[src/dbw_pkg.sv]
// constants for the device, bus and wake status register bank
// assumes one 250 MHz core clock and a decoded 7-bit register address
`default_nettype none
package dbw_pkg;
   // register addresses
   localparam logic [6:0] ADDR_DEV = 7'h43;
   localparam logic [6:0] ADDR_BUS = 7'h44;
   localparam logic [6:0] ADDR_WAKE = 7'h46;
   // reset values and reserved fill
   localparam logic [7:0] RST_BYTE = 8'h00;
   localparam logic [1:0] ZERO2 = 2'h0;
   localparam logic [2:0] ZERO3 = 3'h0;
   localparam logic [4:0] ZERO5 = 5'h0;
   localparam logic ZERO1 = 1'h0;
   // prior state codes
   localparam logic [1:0] PRIOR_CLR = 2'h0;
   localparam logic [1:0] PRIOR_FAIL = 2'h1;
   localparam logic [1:0] PRIOR_SLEEP = 2'h2;
   // watchdog failure counts
   localparam logic [1:0] WD_NONE = 2'h0;
   localparam logic [1:0] WD_ONE = 2'h1;
   localparam logic [1:0] WD_TWO = 2'h2;
   localparam logic [1:0] WD_NEVER = 2'h3;
   // transceiver failure codes
   localparam logic [1:0] FAIL_NONE = 2'h0;
   localparam logic [1:0] FAIL_TSD = 2'h1;
   localparam logic [1:0] FAIL_TXD = 2'h2;
   localparam logic [1:0] FAIL_BUS = 2'h3;
   // timing
   localparam int CLK_PERIOD_PS = 4000;
   localparam int DOM_TIMEOUT_US = 2000;
   // cycles per microsecond first, so the product stays inside an int
   localparam int DOM_TIMEOUT_CYC = DOM_TIMEOUT_US * (1000000 / CLK_PERIOD_PS);
   localparam int TXEN_TIME_NS = 8;
   localparam int TXEN_CYC = (TXEN_TIME_NS * 1000 + CLK_PERIOD_PS - 1) / CLK_PERIOD_PS;
   // pin synchroniser lanes
   localparam int PIN_TXD = 0;
   localparam int PIN_BUSDOM = 1;
   localparam int PIN_UV = 2;
   localparam int PIN_TSD = 3;
   localparam int PIN_CFG = 4;
   localparam int PIN_N = 5;
   typedef enum logic [1:0] {
      TX_OFF = 2'b00,
      TX_RECOVER = 2'b01,
      TX_ON = 2'b10
   } dbw_tx_state_t;
endpackage : dbw_pkg
`default_nettype wire

[src/dbw_dom_timer.sv]
// dominant-level timeout: flags a condition held longer than LIMIT cycles
// assumes cond and abort are already synchronous to clk
`default_nettype none
module dbw_dom_timer #(
   parameter int LIMIT = 500000
) (
   input wire logic clk,
   input wire logic rst_n,
   input wire logic cond,
   input wire logic abort,
   output logic expired,
   output logic active
);
   localparam int W = $clog2(LIMIT + 1);
   localparam logic [W-1:0] LIM = W'(LIMIT);
   logic [W-1:0] cnt;
   wire run = cond && !abort;
   wire hit = run && !active && (cnt == LIM);

   always_ff @(posedge clk or negedge rst_n) begin
      if (!rst_n) begin
         cnt <= '0;
         active <= 1'b0;
         expired <= 1'b0;
      end else begin
         // held longer than the limit, so fires on the cycle past it
         cnt <= (run && !active) ? cnt + 1'b1 : (run ? cnt : '0);
         active <= run && (active || hit);
         expired <= hit;
      end
   end
endmodule : dbw_dom_timer
`default_nettype wire

[src/dbw_status_regs.sv]
// device, bus and wake status registers with transceiver fault supervision
// assumes same-clock event pulses from the core and raw transceiver pins
//
// How it works
// - prior state field bits 7:6: cleared, restart by failure, sleep
// - watchdog failure count bits 3:2, saturates at one or two, never three
// - failure count alone clears itself: good trigger or a watchdog stop not caused by failure
// - configurations 2/4 freeze the count until a good trigger
// - serial error bit 1 set on invalid command, cleared by host only
// - fail output bit 0 set when the count reaches its limit; the fail output follows it a cycle later
// - reserved bits of all three registers read zero
// - transceiver failure code bits 2:1: none, thermal, transmit, bus
// - transmit input dominant over 2 ms gives transmit timeout
// - bus dominant over 2 ms gives bus timeout
// - supply undervoltage sets bit 0 and disables the transmitter
// - undervoltage comparator works only while mode high bit is one
// - transmit timeout ends on input high, transmitter off or wake-capable
// - bus timeout ends on recessive bus, wake-capable or switched off
// - undervoltage ends once supply is back above threshold
// - after any fault transmit input high for enable time re-enables
// - wake bit 7 set on automatic buck mode transition
// - wake bits 5, 4, 0 latch bus, timer and wake input sources
// - wake sources also latch when leaving fail-safe mode
// - device register zero on soft reset, restart sets 7:6 and keeps 3:0
// - bus register zero on soft reset, restart keeps 2:0
// - wake register zero on soft reset, restart keeps 7,5,4,0
// - fault flags stay set after the cause is gone until cleared
`default_nettype none
module dbw_status_regs #(
   parameter int DOM_LIMIT = dbw_pkg::DOM_TIMEOUT_CYC,
   parameter int TXEN_LIMIT = dbw_pkg::TXEN_CYC
) (
   input wire logic CORE_CLK,
   input wire logic RST_N,
   input wire logic SOFT_RST,
   input wire logic RESTART,
   input wire logic SLEEP_ACTIVE,
   input wire logic WATCHDOG_FAILURE_COUNT_EVT,
   input wire logic WD_TRIG_OK,
   input wire logic WD_STOPPED,
   input wire logic WD_STOP_BY_FAIL,
   input wire logic INTERRUPT_CONFIG_PIN,
   input wire logic CFG_FO_FIRST,
   input wire logic SPI_INVALID,
   input wire logic XCVR0_TRANSMIT_INPUT,
   input wire logic XCVR0_BUS_DOMINANT,
   input wire logic XCVR_SUPPLY_LOW,
   input wire logic THERMAL_SHUTDOWN,
   input wire logic XCVR_MODE_HIGH_BIT,
   input wire logic XCVR_WAKE_CAPABLE,
   input wire logic XCVR_TX_SWITCHED_OFF,
   input wire logic XCVR0_BUS_WAKE,
   input wire logic CYCLIC_TIMER_WAKE,
   input wire logic HV_INPUT_WAKE,
   input wire logic BUCK_MODE_AUTO_TRANSITION,
   input wire logic [6:0] REG_ADDR,
   input wire logic REG_RD,
   input wire logic REG_CLR,
   output logic [7:0] REG_RDATA,
   output logic XCVR0_TX_ENABLE,
   output logic FAIL_OUTPUTS
);
   localparam int TW = $clog2(TXEN_LIMIT + 1);
   localparam logic [TW-1:0] TX_LAST = TW'(TXEN_LIMIT - 1);

   // pin synchronisers
   wire [dbw_pkg::PIN_N-1:0] pin_raw = {INTERRUPT_CONFIG_PIN, THERMAL_SHUTDOWN,
      XCVR_SUPPLY_LOW, XCVR0_BUS_DOMINANT, XCVR0_TRANSMIT_INPUT};
   logic [dbw_pkg::PIN_N-1:0] pin_meta;
   logic [dbw_pkg::PIN_N-1:0] pin_s;
   genvar gi;
   generate
      for (gi = 0; gi < dbw_pkg::PIN_N; gi++) begin : g_sync
         // transmit lane idles high: resetting it low would fake a dominant start
         localparam logic IDLE = (gi == dbw_pkg::PIN_TXD);
         always_ff @(posedge CORE_CLK or negedge RST_N) begin
            if (!RST_N) begin
               pin_meta[gi] <= IDLE;
               pin_s[gi] <= IDLE;
            end else begin
               pin_meta[gi] <= pin_raw[gi];
               pin_s[gi] <= pin_meta[gi];
            end
         end
      end
   endgenerate

   wire txd_s = pin_s[dbw_pkg::PIN_TXD];
   wire busdom_s = pin_s[dbw_pkg::PIN_BUSDOM];
   wire uv_s = pin_s[dbw_pkg::PIN_UV];
   wire tsd_s = pin_s[dbw_pkg::PIN_TSD];
   wire cfg_pin_s = pin_s[dbw_pkg::PIN_CFG];

   // register state
   logic [1:0] prior;
   logic [1:0] wd_count;
   logic wd_frozen;
   logic spi_fail;
   logic fo_flag;
   logic [1:0] fail_code;
   logic uv_flag;
   logic buck_flag;
   logic bus_wake;
   logic timer_wake;
   logic hv_wake;
   logic tsd_q;
   dbw_pkg::dbw_tx_state_t tx_state;
   dbw_pkg::dbw_tx_state_t next_tx_state;
   logic [TW-1:0] tx_cnt;

   // register decode
   wire sel_dev = (REG_ADDR == dbw_pkg::ADDR_DEV);
   wire sel_bus = (REG_ADDR == dbw_pkg::ADDR_BUS);
   wire sel_wake = (REG_ADDR == dbw_pkg::ADDR_WAKE);
   wire clr_dev = REG_CLR && sel_dev;
   wire clr_bus = REG_CLR && sel_bus;
   wire clr_wake = REG_CLR && sel_wake;

   // reserved positions are built in as constant zeros
   wire [7:0] rd_dev = {prior, dbw_pkg::ZERO2, wd_count, spi_fail, fo_flag};
   wire [7:0] rd_bus = {dbw_pkg::ZERO5, fail_code, uv_flag};
   wire [7:0] rd_wake = {buck_flag, dbw_pkg::ZERO1, bus_wake, timer_wake,
      dbw_pkg::ZERO3, hv_wake};
   wire [7:0] rd_mux = sel_dev ? rd_dev :
      sel_bus ? rd_bus :
      sel_wake ? rd_wake : dbw_pkg::RST_BYTE;

   // watchdog failure counter
   // config 2/4 is the low level of the interrupt configuration pin
   wire cfg_freeze = !cfg_pin_s;
   wire [1:0] wd_limit = CFG_FO_FIRST ? dbw_pkg::WD_ONE : dbw_pkg::WD_TWO;
   wire wd_at_limit = (wd_count == wd_limit);
   wire wd_inc = WATCHDOG_FAILURE_COUNT_EVT && !wd_frozen && !wd_at_limit;
   wire [1:0] wd_plus = wd_count + 2'h1;
   wire wd_hits = wd_inc && (wd_plus == wd_limit);
   // a stop caused by the watchdog itself keeps the count visible
   wire wd_auto_clr = WD_TRIG_OK ||
      (WD_STOPPED && !WD_STOP_BY_FAIL && !wd_frozen);
   wire [1:0] next_wd_count = wd_inc ? wd_plus :
      (wd_auto_clr ? dbw_pkg::WD_NONE : wd_count);

   // prior state: set wins over a clear in the same cycle
   wire [1:0] restart_code = SLEEP_ACTIVE ? dbw_pkg::PRIOR_SLEEP : dbw_pkg::PRIOR_FAIL;
   wire [1:0] next_prior = RESTART ? restart_code :
      (clr_dev ? dbw_pkg::PRIOR_CLR : prior);

   // transceiver supervision
   wire txd_exp;
   wire txd_active;
   wire bus_exp;
   wire bus_active;
   wire uv_active = uv_s && XCVR_MODE_HIGH_BIT;
   wire tsd_evt = tsd_s && !tsd_q;
   wire tx_fault = txd_active || bus_active || uv_active || tsd_s;
   wire [1:0] next_fail_code = bus_exp ? dbw_pkg::FAIL_BUS :
      txd_exp ? dbw_pkg::FAIL_TXD :
      tsd_evt ? dbw_pkg::FAIL_TSD :
      (clr_bus ? dbw_pkg::FAIL_NONE : fail_code);

   // transmit input low is dominant
   dbw_dom_timer #(
      .LIMIT(DOM_LIMIT)
   ) u_txd_timer (
      .clk(CORE_CLK),
      .rst_n(RST_N),
      .cond(!txd_s),
      .abort(XCVR_TX_SWITCHED_OFF || XCVR_WAKE_CAPABLE),
      .expired(txd_exp),
      .active(txd_active)
   );

   dbw_dom_timer #(
      .LIMIT(DOM_LIMIT)
   ) u_bus_timer (
      .clk(CORE_CLK),
      .rst_n(RST_N),
      .cond(busdom_s),
      .abort(XCVR_WAKE_CAPABLE || XCVR_TX_SWITCHED_OFF),
      .expired(bus_exp),
      .active(bus_active)
   );

   // transmitter re-enable after the transmit input stays high
   wire tx_done = txd_s && (tx_cnt == TX_LAST);
   always_comb begin
      next_tx_state = tx_state;
      case (tx_state)
         dbw_pkg::TX_ON: begin
            if (tx_fault) begin
               next_tx_state = dbw_pkg::TX_OFF;
            end
         end
         dbw_pkg::TX_OFF: begin
            if (!tx_fault) begin
               next_tx_state = dbw_pkg::TX_RECOVER;
            end
         end
         dbw_pkg::TX_RECOVER: begin
            if (tx_fault) begin
               next_tx_state = dbw_pkg::TX_OFF;
            end else if (tx_done) begin
               next_tx_state = dbw_pkg::TX_ON;
            end
         end
         default: begin
            next_tx_state = dbw_pkg::TX_OFF;
         end
      endcase
   end

   always_ff @(posedge CORE_CLK or negedge RST_N) begin
      if (!RST_N) begin
         tx_state <= dbw_pkg::TX_OFF;
         tx_cnt <= '0;
         XCVR0_TX_ENABLE <= 1'b0;
         tsd_q <= 1'b0;
      end else begin
         tx_state <= next_tx_state;
         // any low level restarts the high-time count
         tx_cnt <= (tx_state == dbw_pkg::TX_RECOVER && txd_s && !tx_done) ?
            tx_cnt + 1'b1 : '0;
         XCVR0_TX_ENABLE <= (next_tx_state == dbw_pkg::TX_ON);
         tsd_q <= tsd_s;
      end
   end

   // device status register
   always_ff @(posedge CORE_CLK or negedge RST_N) begin
      if (!RST_N) begin
         prior <= dbw_pkg::PRIOR_CLR;
         wd_count <= dbw_pkg::WD_NONE;
         wd_frozen <= 1'b0;
         spi_fail <= 1'b0;
         fo_flag <= 1'b0;
      end else if (SOFT_RST) begin
         prior <= dbw_pkg::PRIOR_CLR;
         wd_count <= dbw_pkg::WD_NONE;
         wd_frozen <= 1'b0;
         spi_fail <= 1'b0;
         fo_flag <= 1'b0;
      end else begin
         prior <= next_prior;
         wd_count <= next_wd_count;
         wd_frozen <= WD_TRIG_OK ? 1'b0 : (wd_frozen || (wd_hits && cfg_freeze));
         spi_fail <= SPI_INVALID || (spi_fail && !clr_dev);
         fo_flag <= wd_hits || (fo_flag && !clr_dev);
      end
   end

   // bus status register
   always_ff @(posedge CORE_CLK or negedge RST_N) begin
      if (!RST_N) begin
         fail_code <= dbw_pkg::FAIL_NONE;
         uv_flag <= 1'b0;
      end else if (SOFT_RST) begin
         fail_code <= dbw_pkg::FAIL_NONE;
         uv_flag <= 1'b0;
      end else begin
         fail_code <= next_fail_code;
         uv_flag <= uv_active || (uv_flag && !clr_bus);
      end
   end

   // wake status register; sources latch in every mode, fail-safe included
   always_ff @(posedge CORE_CLK or negedge RST_N) begin
      if (!RST_N) begin
         buck_flag <= 1'b0;
         bus_wake <= 1'b0;
         timer_wake <= 1'b0;
         hv_wake <= 1'b0;
      end else if (SOFT_RST) begin
         buck_flag <= 1'b0;
         bus_wake <= 1'b0;
         timer_wake <= 1'b0;
         hv_wake <= 1'b0;
      end else begin
         buck_flag <= BUCK_MODE_AUTO_TRANSITION || (buck_flag && !clr_wake);
         bus_wake <= XCVR0_BUS_WAKE || (bus_wake && !clr_wake);
         timer_wake <= CYCLIC_TIMER_WAKE || (timer_wake && !clr_wake);
         hv_wake <= HV_INPUT_WAKE || (hv_wake && !clr_wake);
      end
   end

   // read port and fail output
   always_ff @(posedge CORE_CLK or negedge RST_N) begin
      if (!RST_N) begin
         REG_RDATA <= dbw_pkg::RST_BYTE;
         FAIL_OUTPUTS <= 1'b0;
      end else begin
         REG_RDATA <= REG_RD ? rd_mux : REG_RDATA;
         FAIL_OUTPUTS <= fo_flag;
      end
   end
endmodule : dbw_status_regs
`default_nettype wire

[config.mk]
export PLATFORM = sky130hd
export DESIGN_NAME = dbw_status_regs
export DESIGN_NICKNAME = d
export VERILOG_FILES = /design/src/dbw_pkg.sv /design/src/dbw_dom_timer.sv /design/src/dbw_status_regs.sv
export SDC_FILE = /design/constraint.sdc
export NUM_CORES = 1
export LEC_CHECK = 0
export BUFFER_PORTS_ARGS = -buffer_cell sky130_fd_sc_hd__buf_2
export CAP_MARGIN = 20
export CORE_UTILIZATION = 29
export DETAILED_ROUTE_END_ITERATION = 16
export PLACE_DENSITY = 0.41
export SETUP_SLACK_MARGIN = 0.02
export SYNTH_ARGS = -nofsm -noshare
export SYNTH_HDL_FRONTEND = slang
export SYNTH_SLANG_ARGS = --single-unit
[constraint.sdc]
create_clock -name CORE_CLK -period 2.08 [get_ports CORE_CLK]
set_input_delay 0.208 -clock CORE_CLK [delete_from_list [all_inputs] [get_ports CORE_CLK]]
set_output_delay 0.208 -clock CORE_CLK [all_outputs]
set_load 0.02 [all_outputs]
==> key figures <==
Die
  • CORE AREA: roughly 12000 sq um
  • Die Wd: between 100 and 150 microns
  • I/O pin count: between 40 and 50
  • Initial Utilization: 30.24%
  • Rows: 40
  • DIE AREA: 13190 sq um
  • Die height: between 100 and 150 microns

Setup path
  • Max incr delay on CP: 0.59 ns
  • Crit Path Class: flop to flop
  • Worst R2R Path Depth: 5
  • CP Data Required Time: 2.35 ns
  • FF-to-FF Start: u_bus_timer.cnt[1]
  • Reg-to-Reg End: u_bus_timer.cnt[18]
  • Critical path peak fanout: 5
  • Critical Path Start Type: flop
  • Worst path top cell family by delay: simple AND/OR/NAND/NOR gates
  • Buf/Inv on CP: 0
  • CP Data Arrival Time: around 2.2 ns
  • Cells along the critical path: ha_1, nand3b_1, or4_4, or3_1, a21oi_1
  • R2r setup slk: between 0.15 and 0.2 ns
  • Slowest CP cell: or4_4
  • Worst Setup End Kind: flop

Hold path
  • Hold crit path type: input port to flop
  • WHS Endpoint: wd_frozen
  • WHS Path Cells: 2
  • Worst Hold Launch: WD_TRIG_OK

Yosys
  • Synth Flop Type: dfrtp_1
  • Yosys warns: 0
  • Synth unique cells: 52
  • Part of the Yosys area used for sequential elements: a little over half
  • Mapped Area: 3692 sq um
  • Syn avg cell area: approximately 10 sq um
  • Ys async rst share: between 90% and 100%
  • Post-Syn Nets: between 300 and 400
  • EDFF count, synth: 0
  • Register bit count reported by yosys: 81
  • Syn Inst Count: 361

Final layout
  • Layout cell share with drive strength beyond 1: 18.27%
  • Most common cell after layout, fill and taps aside: dfrtp_1
  • Layout area overhead: 23.08%
  • # diodes: 0
  • Commonest non-fill, non-tap cells in the layout: 79 x dfrtp_1, 45 x nor2_1, 40 x buf_2
  • # nets final: between 400 and 500

Placement
  • Port buffer count: 41
  • GPL Wtd Cong: a little under 0.8
  • DP HPWL: between 5000 and 6000 microns
  • Pre-CTS setup slack: approximately 0.14 ns

Clocking
  • CTS H-tree lvls: 3
  • Clock tree sinks: roughly 80
  • Num CTS Buffers: 9
  • CTS tree: done
  • Post-CTS sizing: 0
  • Clk slew on worst S/H paths: about 0.06 ns
  • Root Driver: clkbuf_16
  • Later-pin clock latency in the skew report: 0.34 ns
  • Maximum clock path buffer count: 2

Global routing
  • Number of global-route vias before repair: between 2000 and 3000
  • Antenna violations before repair: 0
  • Global route overflow: 0
  • Largest net degree at the start of global routing: 34
  • First-pass GRT wire length: roughly 14000 microns
  • Total global-route track usage: between 10% and 20%

Power and ir drop
  • Static Leak: between 1.5 and 2 nW
  • Power density cells: approximately 760 nW/um^2
  • Maximum vdd ir drop: approximately 400 uV

Timing
  • Final TNS setup: 0 ns
  • Unrepaired setup endpoints after global routing: no
  • Final setup margin: about 0.18 ns
  • Hold Violations, Final: 0
  • Post-route clock period utilization: roughly nine tenths
  • Worst-Margin Slew: around 0.47 ns
  • Pins over their slew limit: 0
  • Rel. slew slack: 68.52%
  • Min cycle time layout: between 1.5 and 2 ns
  • Peak Freq: ~530 MHz
  • Clk_skew: 0.01101 ns
  • Hold slack: 0.03651 ns
  • Final setup violation count: 0

Detailed routing
  • Via count: ~2800
  • DRT Wirelength: 7991 microns
  • Drt drc: 0
  • Vias per cell: about 4.7
  • WL/cell: about 13 microns
  • DRT Pass-1 Iters: 4
  • Antenna-violating nets left: 0
  • Drt initial violations: roughly 150

Status
  • Outcome: finished clean

Job
  • Max-cap violation count: 0
-- stage by stage --
step	instance area, sq um	util [%]	cells	total power, mW
after floorplan	3692	-	361	1.733
after global placement	4161	34.08	571	1.840
after detailed placement	4161	34.08	571	1.841
after CTS	4529	37.09	593	3.530
after global routing	4544	37.21	595	3.619
final	4544	37.21	595	3.452
-- state kept, by name, indices dropped and copies added (netlist names), 2 cells and up --
signal           cells
u_bus_timer.cnt     19
u_txd_timer.cnt     19
REG_RDATA            8
pin_meta             5
fail_code            2
prior                2
tx_cnt               2
tx_state             2
wd_count             2
-- worst max path at each step --
stage	startpoint	endpoint	slack [ns]	cells past startpoint
3_5_place_dp	u_bus_timer.cnt[0]	u_bus_timer.cnt[18]	0.14	5
4_1_cts	u_bus_timer.cnt[0]	u_bus_timer.cnt[18]	0.15	5
2_1_floorplan	u_bus_timer.active	u_bus_timer.cnt[16]	0.31	5
5_1_grt	u_bus_timer.cnt[1]	u_bus_timer.cnt[16]	0.03	5
3_3_place_gp	u_bus_timer.cnt[0]	u_bus_timer.cnt[16]	0.22	5
6_report	u_bus_timer.cnt[1]	u_bus_timer.cnt[18]	0.18	5
-- cells in the mapped netlist (2+ instances only) --
cell type / n / area share (%)
a211oi_1: 2 / 0.41
a21oi_1: 22 / 3.0
a22oi_1: 3 / 0.61
a31o_2: 3 / 0.71
and2_1: 2 / 0.34
and3_1: 4 / 0.68
and3b_1: 2 / 0.47
buf_2: 2 / 0.27
clkbuf_1: 7 / 0.71
dfrtp_1: 79 / 54
dfstp_2: 2 / 1.4
ha_1: 5 / 1.7
inv_1: 22 / 2.2
mux2i_1: 2 / 0.54
nand2_1: 17 / 1.7
nand2b_1: 3 / 0.51
nand3_1: 10 / 1.4
nand3b_1: 3 / 0.61
nand4_1: 15 / 2.5
nand4b_1: 3 / 0.71
nor2_1: 45 / 4.6
nor2b_1: 8 / 1.4
nor3_1: 8 / 1.1
nor3b_1: 3 / 0.61
nor4_1: 12 / 2.0
nor4b_1: 5 / 1.2
o211ai_1: 2 / 0.41
o21ai_0: 14 / 1.9
or3_1: 10 / 1.7
xnor2_1: 16 / 3.8
xor2_1: 9 / 2.1
-- final cells by class --
| class | instances | area [sq um] |
|---|---|---|
| clock buffers | 13 | 260.3 |
| clock inverters | 3 | 47.55 |
| fillers | 1261 | 7667 |
| inverters | 22 | 82.58 |
| multi-input cells | 247 | 1529 |
| flip-flops and latches | 81 | 2029 |
| well taps | 168 | 210.2 |
| repair buffers | 61 | 385.4 |
-- power breakdown --
part	switching, mW	total, mW	internal (mW)
Combinational	0.107	0.179	0.0722
Sequential	0.0236	1.64	1.61
Clock	0.632	1.63	1.00
-- cells by family (layout without fill, tap and decap cells) --
kind of cell	count (synthesis)	in the layout	share of synthesized area (%)
compound gates	58	58	9.692
fa+ha+maj	5	5	1.694
buf+inv	33	99	3.626
mux	3	3	0.8472
simple gates	156	156	23.25
xor+xnor	25	25	5.930
flops	81	81	54.96
-- worst reg2reg max path, stage by stage (launching register included) --
cell	delay, ns
dfrtp_1	0.41
ha_1	0.21
nand3b_1	0.17
or4_4	0.59
or3_1	0.31
a21oi_1	0.15
-- timing repair --
| action | CTS | global route |
|---|---|---|
| endpoints found under the setup margin | 0 | 2 |
| setup buffers | 0 | 2 |
| hold buffers | 6 | 0 |
| endpoints found under the hold margin | 36 | 0 |
-- layer usage --
layer | vias to the layer above | wire (microns) | track usage (%)
met5 | - | 0 | 0
met4 | 0 | 116 | 5.281
met3 | 8 | 371 | 4.902
met2 | 55 | 3533 | 20.69
met1 | 1327 | 3968 | 18.25
li1 | 1399 | - | -
(Power assumes the default switching activity.)
